**config.mk**
```make
export PLATFORM = sky130hd
export DESIGN_NAME = cca_unit
export DESIGN_NICKNAME = d
export VERILOG_FILES = /design/src/design/cca_pkg.sv /design/src/design/cca_unit.sv
export VERILOG_INCLUDE_DIRS = /design/src /design/src/design
export SDC_FILE = /design/constraint.sdc
export NUM_CORES = 1
export LEC_CHECK = 0
export ABC_AREA = 1
export BUFFER_PORTS_ARGS = -buffer_cell sky130_fd_sc_hd__buf_2
export CAP_MARGIN = 25
export CORE_UTILIZATION = 50
export DETAILED_ROUTE_END_ITERATION = 10
export HOLD_SLACK_MARGIN = 0.1
export PLACE_DENSITY_LB_ADDON = 0.15
export SLEW_MARGIN = 30
export SYNTH_ARGS = -nofsm -noshare
export SYNTH_HDL_FRONTEND = slang
export SYNTH_SLANG_ARGS = --single-unit
export TNS_END_PERCENT = 50
```
**constraint.sdc**
```tcl
create_clock -name clk -period 1.75 [get_ports clk]
set_input_delay 0.175 -clock clk [delete_from_list [all_inputs] [get_ports clk]]
set_output_delay 0.175 -clock clk [all_outputs]
set_load 0.02 [all_outputs]
```
**src/design/cca_map.svh**
```systemverilog
// Register offsets, field positions, reset values and timing counts of the channel assessment unit
`ifndef CCA_MAP_SVH
`define CCA_MAP_SVH

// ----------------------------------------
// Register offsets
// ----------------------------------------
`define CCA_OFS_STATUS      6'h01
`define CCA_OFS_CONTROL     6'h08
`define CCA_OFS_THRESHOLD   6'h09
`define CCA_OFS_SYNC        6'h15
`define CCA_OFS_STATE       6'h3e

// ----------------------------------------
// Field positions
// ----------------------------------------
`define CCA_BIT_COMPLETE    7
`define CCA_BIT_IDLE        6
`define CCA_BIT_REQUEST     7
`define ASSESSMENT_MODE_FIELD_HI         6
`define ASSESSMENT_MODE_FIELD_LO         5
`define CCA_THR_HI          3
`define CCA_THR_LO          0
`define CCA_BIT_PDT_DIS     7
`define CCA_BIT_EXT_MODE    0

// ----------------------------------------
// Reset values
// ----------------------------------------
`define CCA_RST_CONTROL     8'h2b
`define CCA_RST_THRESHOLD   8'h07
`define CCA_RST_SYNC        8'h00
`define CCA_RST_STATE       8'h00

// ----------------------------------------
// Timing
// ----------------------------------------
`define CCA_CLK_MHZ         100
`define CCA_SYMBOL_NS       16000
`define CCA_SYMBOL_CYCLES   ((`CCA_SYMBOL_NS * `CCA_CLK_MHZ + 999) / 1000)
`define CCA_MEAS_SYMBOLS    8
`define CCA_AUTO_SYM_STD    8
`define CCA_AUTO_SYM_HR     2
`define CCA_PROC_NS         1000
`define CCA_PROC_CYCLES     ((`CCA_PROC_NS * `CCA_CLK_MHZ + 999) / 1000)

`endif

```
**src/design/cca_pkg.sv**
```systemverilog
// Types shared by the channel assessment unit
package cca_pkg;

  // Assessment modes as held in the mode field
  typedef enum logic [1:0] {
    ASSESSMENT_MODE_FIELD_OR     = 2'h0,
    ASSESSMENT_MODE_FIELD_ENERGY = 2'h1,
    ASSESSMENT_MODE_FIELD_CARRIER = 2'h2,
    ASSESSMENT_MODE_FIELD_AND    = 2'h3
  } assessment_mode_field_type;

  // Receiver state as reported by the radio
  typedef enum logic [4:0] {
    CCA_TRX_OFF     = 5'h08,
    CCA_TRX_RX_ON   = 5'h06,
    CCA_TRX_BUSY_RX = 5'h01,
    CCA_TRX_OTHER   = 5'h00
  } cca_trx_type;

  // Assessment sequencer
  typedef enum logic [2:0] {
    CCA_IDLE,
    CCA_MEASURE,
    CCA_PROCESS,
    CCA_WAIT_AUTO,
    CCA_FINISH
  } cca_fsm_type;

  // Register bus request
  typedef struct packed {
    logic [5:0] addr;
    logic [7:0] wdata;
    logic       wr;
    logic       rd;
  } cca_bus_type;

  // Radio front end indications
  typedef struct packed {
    logic [7:0] energy_level;
    logic       carrier_detect;
    logic       sync_header;
    logic       frame_end;
  } cca_radio_type;

endpackage

```
**src/design/cca_unit.sv**
```systemverilog
// Clear channel assessment unit with its register file
`include "cca_map.svh"

module cca_unit
  import cca_pkg::*;
#(
  parameter int SYMBOL_CYCLES = `CCA_SYMBOL_CYCLES,
  parameter int PROC_CYCLES   = `CCA_PROC_CYCLES
) (
  input  wire logic          clk,
  input  wire logic          rst,
  input  wire cca_bus_type   bus,
  output logic [7:0]         rdata,
  input  wire cca_radio_type radio,
  input  wire logic          rx_listen,
  input  wire logic          high_rate,
  output logic               measurement_done_event,
  output logic               preamble_detect_disable,
  output logic [4:0]         trx_state_out
);

  localparam int CW = $clog2(SYMBOL_CYCLES * `CCA_MEAS_SYMBOLS + PROC_CYCLES + 1);

  // ----------------------------------------
  // State
  // ----------------------------------------
  typedef struct packed {
    cca_fsm_type   fsm;
    logic [CW-1:0] cnt;
    logic [CW-1:0] auto_cnt;
    logic          auto_run;
    logic          auto_used;
    logic          busy_seen;
    logic          complete;
    logic          idle;
    assessment_mode_field_type  mode;
    logic [3:0]    thr;
    logic [4:0]    channel;
    logic [7:0]    sync_reg;
    logic          ext_mode;
    logic          rx_busy;
    logic [4:0]    trx;
    logic [7:0]    rdata;
    logic          done;
  } cca_state_type;

  cca_state_type s_q;
  cca_state_type s_d;

  // Energy test against threshold: base + 2 dB * thr, energy in 1 dB steps
  function automatic logic energy_busy(input logic [7:0] lvl, input logic [3:0] t);
    energy_busy = lvl > {3'h0, t, 1'b0};
  endfunction

  // Mode combination of carrier and energy
  function automatic logic chan_busy(input assessment_mode_field_type m, input logic cs, input logic ed);
    case (m)
      ASSESSMENT_MODE_FIELD_OR:      chan_busy = cs | ed;
      ASSESSMENT_MODE_FIELD_ENERGY:  chan_busy = ed;
      ASSESSMENT_MODE_FIELD_CARRIER: chan_busy = cs;
      default:          chan_busy = cs & ed;
    endcase
  endfunction

  // Window lengths derived from symbol count
  function automatic logic [CW-1:0] sym_cycles(input int n);
    sym_cycles = CW'(SYMBOL_CYCLES * n);
  endfunction

  logic busy_now;
  logic listen_ok;
  logic request;

  // ----------------------------------------
  // Next state
  // ----------------------------------------
  always_comb begin
    s_d       = s_q;
    s_d.done  = 1'b0;
    s_d.rdata = 8'h00;
    busy_now  = chan_busy(s_q.mode, radio.carrier_detect, energy_busy(radio.energy_level, s_q.thr));
    listen_ok = rx_listen & ~s_q.ext_mode;
    request   = bus.wr && (bus.addr == `CCA_OFS_CONTROL) && bus.wdata[`CCA_BIT_REQUEST];

    // Receiver enters busy state on a sync header unless detection is off
    if (!rx_listen || radio.frame_end) begin
      s_d.rx_busy   = 1'b0;
      s_d.auto_used = 1'b0;
    end else if (radio.sync_header && !s_q.sync_reg[`CCA_BIT_PDT_DIS] && !s_q.rx_busy) begin
      s_d.rx_busy = 1'b1;
    end

    // One automatic energy measurement per frame
    if (radio.sync_header && s_d.rx_busy && !s_q.auto_used && !s_q.rx_busy) begin
      s_d.auto_run  = 1'b1;
      s_d.auto_used = 1'b1;
      s_d.auto_cnt  = high_rate ? sym_cycles(`CCA_AUTO_SYM_HR) : sym_cycles(`CCA_AUTO_SYM_STD);
    end else if (s_q.auto_run) begin
      if (s_q.auto_cnt <= CW'(1)) begin
        s_d.auto_run = 1'b0;
      end
      s_d.auto_cnt = s_q.auto_cnt - CW'(1);
    end

    // Register writes
    if (bus.wr) begin
      if (bus.addr == `CCA_OFS_CONTROL) begin
        s_d.mode    = assessment_mode_field_type'(bus.wdata[`ASSESSMENT_MODE_FIELD_HI:`ASSESSMENT_MODE_FIELD_LO]);
        s_d.channel = bus.wdata[4:0];
      end else if (bus.addr == `CCA_OFS_THRESHOLD) begin
        s_d.thr = bus.wdata[`CCA_THR_HI:`CCA_THR_LO];
      end else if (bus.addr == `CCA_OFS_SYNC) begin
        s_d.sync_reg = bus.wdata;
      end else if (bus.addr == `CCA_OFS_STATE) begin
        s_d.ext_mode = bus.wdata[`CCA_BIT_EXT_MODE];
      end
    end

    // Assessment sequencer
    case (s_q.fsm)
      CCA_IDLE: begin
        if (request) begin
          s_d.complete  = 1'b0;
          s_d.idle      = 1'b0;
          s_d.busy_seen = 1'b0;
          if (!listen_ok) begin
            s_d.fsm = CCA_FINISH;
          end else if (!s_q.rx_busy) begin
            s_d.fsm = CCA_MEASURE;
            s_d.cnt = sym_cycles(`CCA_MEAS_SYMBOLS);
          end else if (s_d.mode == ASSESSMENT_MODE_FIELD_CARRIER || !s_q.auto_run) begin
            s_d.fsm       = CCA_FINISH;
            // Judge with the mode written by this very request
            s_d.busy_seen = chan_busy(s_d.mode, radio.carrier_detect,
                                      energy_busy(radio.energy_level, s_q.thr));
          end else begin
            s_d.fsm = CCA_WAIT_AUTO;
          end
        end
      end
      CCA_MEASURE: begin
        s_d.busy_seen = s_q.busy_seen | busy_now;
        s_d.cnt       = s_q.cnt - CW'(1);
        if (s_q.cnt <= CW'(1)) begin
          s_d.fsm = CCA_PROCESS;
          s_d.cnt = CW'(PROC_CYCLES);
        end
      end
      CCA_PROCESS: begin
        s_d.cnt = s_q.cnt - CW'(1);
        if (s_q.cnt <= CW'(1)) begin
          s_d.fsm = CCA_FINISH;
        end
      end
      CCA_WAIT_AUTO: begin
        s_d.busy_seen = s_q.busy_seen | busy_now;
        if (!s_q.auto_run) begin
          s_d.fsm = CCA_FINISH;
        end
      end
      default: begin
        s_d.complete = 1'b1;
        s_d.idle     = listen_ok & ~s_q.busy_seen;
        s_d.done     = 1'b1;
        s_d.fsm      = CCA_IDLE;
      end
    endcase

    // Registered receiver state, shared by status read and state output
    s_d.trx = trx_code(s_d.rx_busy);

    // Register reads, data valid the next cycle
    if (bus.rd) begin
      if (bus.addr == `CCA_OFS_STATUS) begin
        s_d.rdata = {s_q.complete, s_q.idle, 1'b0, s_q.trx};
      end else if (bus.addr == `CCA_OFS_CONTROL) begin
        s_d.rdata = {1'b0, s_q.mode, s_q.channel};
      end else if (bus.addr == `CCA_OFS_THRESHOLD) begin
        s_d.rdata = {4'h0, s_q.thr};
      end else if (bus.addr == `CCA_OFS_SYNC) begin
        s_d.rdata = s_q.sync_reg;
      end else if (bus.addr == `CCA_OFS_STATE) begin
        s_d.rdata = {7'h00, s_q.ext_mode};
      end else begin
        s_d.rdata = 8'h00;
      end
    end
  end

  // Receiver state code for the status register
  function automatic logic [4:0] trx_code(input logic busy);
    if (!rx_listen) begin
      trx_code = CCA_TRX_OFF;
    end else if (busy) begin
      trx_code = CCA_TRX_BUSY_RX;
    end else begin
      trx_code = CCA_TRX_RX_ON;
    end
  endfunction

  // ----------------------------------------
  // Registers
  // ----------------------------------------
  always_ff @(posedge clk) begin
    if (rst) begin
      s_q          <= '0;
      s_q.fsm      <= CCA_IDLE;
      s_q.mode     <= assessment_mode_field_type'(2'(`CCA_RST_CONTROL >> `ASSESSMENT_MODE_FIELD_LO));
      s_q.trx      <= CCA_TRX_RX_ON;
      s_q.channel  <= 5'(`CCA_RST_CONTROL);
      s_q.thr      <= 4'(`CCA_RST_THRESHOLD);
      s_q.sync_reg <= `CCA_RST_SYNC;
    end else begin
      s_q <= s_d;
    end
  end

  // Outputs straight from flip-flops
  assign rdata                   = s_q.rdata;
  assign measurement_done_event  = s_q.done;
  assign preamble_detect_disable = s_q.sync_reg[`CCA_BIT_PDT_DIS];
  assign trx_state_out           = s_q.trx;

endmodule

```
==> flow_summary.toml <==
[placement]
gp_routability_congestion = 0.887
io_buffers = 44
post-place-ws_ns = 0.00543
dp_cells = 651
hpwl_um = 6250

[worst_setup_path]
crit_path_end_kind = "register"
cpMaxStageDelayCell = "dfxtp_1"
path_buf_inv = 2
critPathKind = "reg -> reg"
arrival_ns = 1.86
critPathTopFamily = "simple AND/OR/NAND/NOR gates"
cp_max_fo = 4
required_ns = 1.99
cpMostUsedCell = "inv_1"
path_cells = "inv_1, ha_1, nand3_1, nor2_1, nand2_1, xor2_1, o22ai_1, o21ai_0, inv_1"
slowest_delay_ns = 0.33
worstSetupStartpointType = "register"

[layout]
drive_gt1_share_pct = 17.2
fin_cells = 673
fin_nets = 611
post-route-util_pct = 62.0
fill_cells = 690
diodes = 0
area_delta_synth_final_pct = 17.6

[logic_synthesis]
yosys.area.top_type_share_pct = 38.0
synth_edf_count = 0
synthSimpleGateAreaFrac_pct = 29.4
synth_top_cells_by_area = "dfxtp_1 38%, nand2_1 11%, inv_1 7.3%"
synth-seq-cells = 69
synth_area_per_cell_um2 = 7.01
ys_warn_count = 0
synth-compound-area-share_pct = 16.0
synthFlopType = "dfxtp_1"
yosysMostFrequentCell = "nand2_1"
yosysTopAreaCell = "dfxtp_1"
syn-cell-area_um2 = 3640
synthMuxAreaShare_pct = 0
ys_seq_area_share_pct = 38.0
synthAdderAreaFrac_pct = 2.75
synthTopCellsByCount = "108 x nand2_1, 71 x inv_1, 69 x dfxtp_1"
synthesis.nets = 558
syn_inst = 519
async_reset_ff_share_pct = 0
synth_top_family_by_area = "simple AND/OR/NAND/NOR gates"
synth_cell_types = 41
synth-xor-area-share_pct = 2.41

[sta]
drv_slew = 0
slew-limit-headroom_pct = 65.6
fmaxAchievable_ghz = 0.615
tns_ns = 0
post-route-period-util_pct = 92.9
finalCriticalPeriod_ns = 1.63
finalSetupViolCount = 0
skew_ns = 0.0125
fin_hold_ws_ns = 0.119
hold_violations = 0
timing.final.ws_setup_ns = 0.125
rsz0062_at_grt = "no"
worst_pin_slew_ns = 0.511

[routing]
routed_wl_um = 8420
wl_per_cell_um = 12.5
drtIter0Drc = 161
firstDrtPassIters = 4
vias_per_cell = 5.09
ant_nets = 0
vias = 3428
route.detailed.drc = 0

[global_routing]
grt_max_degree = 29
antenna_found_initial = 0
grt_overflow = 0
grt_pass1_vias = 3285
grt_usage_pct = 24.0
grt_first_pass_wirelength_um = 14300

[die]
io_pins = 46
dieArea_um2 = 7620
fp.dieH_um = 87.3
rows = 30
start_util_pct = 52.7
core_um2 = 6910
die_w_um = 87.3

[hold_path]
hold_path_class = "in -> reg"

[cts]
cts_max_path_buffers = 2
cts_tree = "done"
cts_root_buf = "clkbuf_8"
cts_inserted_buffers = 9
clk_latency_ns = 0.34
clkTransAtPathRegs_ns = 0.08
cts_sinks = 69
h-tree-depth = 3

[power]
power.switching_uw = 2480
ir_drop_uv = 1230
intPower_uw = 3950
comb_power_share_pct = 43.2
clockPowerShare_pct = 25.5
pwr-share-seq_pct = 31.3
power.density_nw_per_um2 = 1500
switching_share_pct = 38.6
p_leak_uw = 0.00198

[run]
cap_viol_max_count = 0

[status]
outcome = "completed"
==> metal layers <==
metal / vias to the layer above / GRT usage (%) / part of all wire [%] / wire length (um)
li1: 1783 / - / - / -
met1: 1555 / 27.8 / 45 / 3760
met2: 73 / 43.5 / 49 / 4160
met3: 17 / 3.32 / 3.4 / 290
met4: 0 / 11.0 / 2.5 / 211
met5: - / 0 / 0 / 0
==> per-stage QoR <==
step                      instance area [um^2]  power, uW
final                                     4280       6430
after global routing                      4280       6950
after CTS                                 4260       6390
after detailed placement                  3950       4730
after global placement                    3950       4660
after floorplan                           3640       4070
==> final timing paths <==
path / from / end / slack (ns) / depth (start not counted)
worst max-delay path: s_q[40]$_SDFFE_PP0P_ / s_q[52]$_SDFFE_PP0P_ / 0.12 / 9
worst min-delay path: radio[0] / s_q[38]$_SDFFE_PP0P_ / 0.12 / 4
worst max register to register: s_q[40]$_SDFFE_PP0P_ / s_q[52]$_SDFFE_PP0P_ / 0.12 / 9
worst min register to register: s_q[18]$_SDFFE_PP0P_ / s_q[18]$_SDFFE_PP0P_ / 0.46 / 2
==> state kept, by name (all words and copies together) (netlist names) <==
name and cells:
s_q 56, rdata 8, trx_state_out 3, measurement_done_event 1
preamble_detect_disable 1
==> placed cells by master, fill, tap and decap left out, types with 4 or more instances in the layout <==
cell             n
buf_4           15
dlygate4sd3_1    5
nand2_1        108
dfxtp_1         69
nor2_1          54
nand3_1         33
xor2_1           8
o211ai_1         4
nor2_2           5
inv_1           70
a21oi_1         42
clkbuf_8        11
nor3_1           7
o22ai_1          5
buf_2           44
ha_1             8
a31oi_1          6
nand4_1          6
o21ai_0         31
==> power by group through the flow <==
stage                     clock network, uW  logic, uW  registers (uW)
final                                  1640       2780            2020
after global routing                   1740       3170            2050
after CTS                              1670       2710            2010
after detailed placement                  0       2690            2040
after global placement                    0       2630            2040
after floorplan                           0       2080            1990
==> worst min-delay path: cells and delay by family <==
family	cells	cell delay (ns)
AOI/OAI and AO/OA	1	0.06
buffers and inverters	2	0.11
and+or+nand+nor	1	0.06
==> final cells by class <==
type | instances | area [um^2] | area share, %
clock inverter | 5 | 106 | 2.49
clock buffer | 11 | 151 | 3.54
timing repair buffer | 64 | 383 | 8.95
multi-input combinational | 354 | 1860 | 43.4
sequential | 69 | 1380 | 32.3
inverter | 74 | 280 | 6.55
tap | 96 | 120 | 2.81
==> what timing repair did <==
action / 4_1_cts / 5_1_grt
setup endpoints to repair: 5 / 11
setup buffers: 0 / 1
hold buffers: 5 / 0
endpoints found under the hold margin: 6 / 0
gates resized for setup: 1 / 6
pin swaps: 0 / 1
gates cloned: 0 / 0
==> logic make-up after synthesis <==
kind of cell,count (synthesis)
AND/OR/NAND/NOR,234
AO/OA/AOI/OAI,101
flip-flops,69
other,1
XOR/XNOR,10
buffers and inverters,96
adder cells (fa/ha/maj),8
No activity file was read; power rests on OpenSTA's default activity.
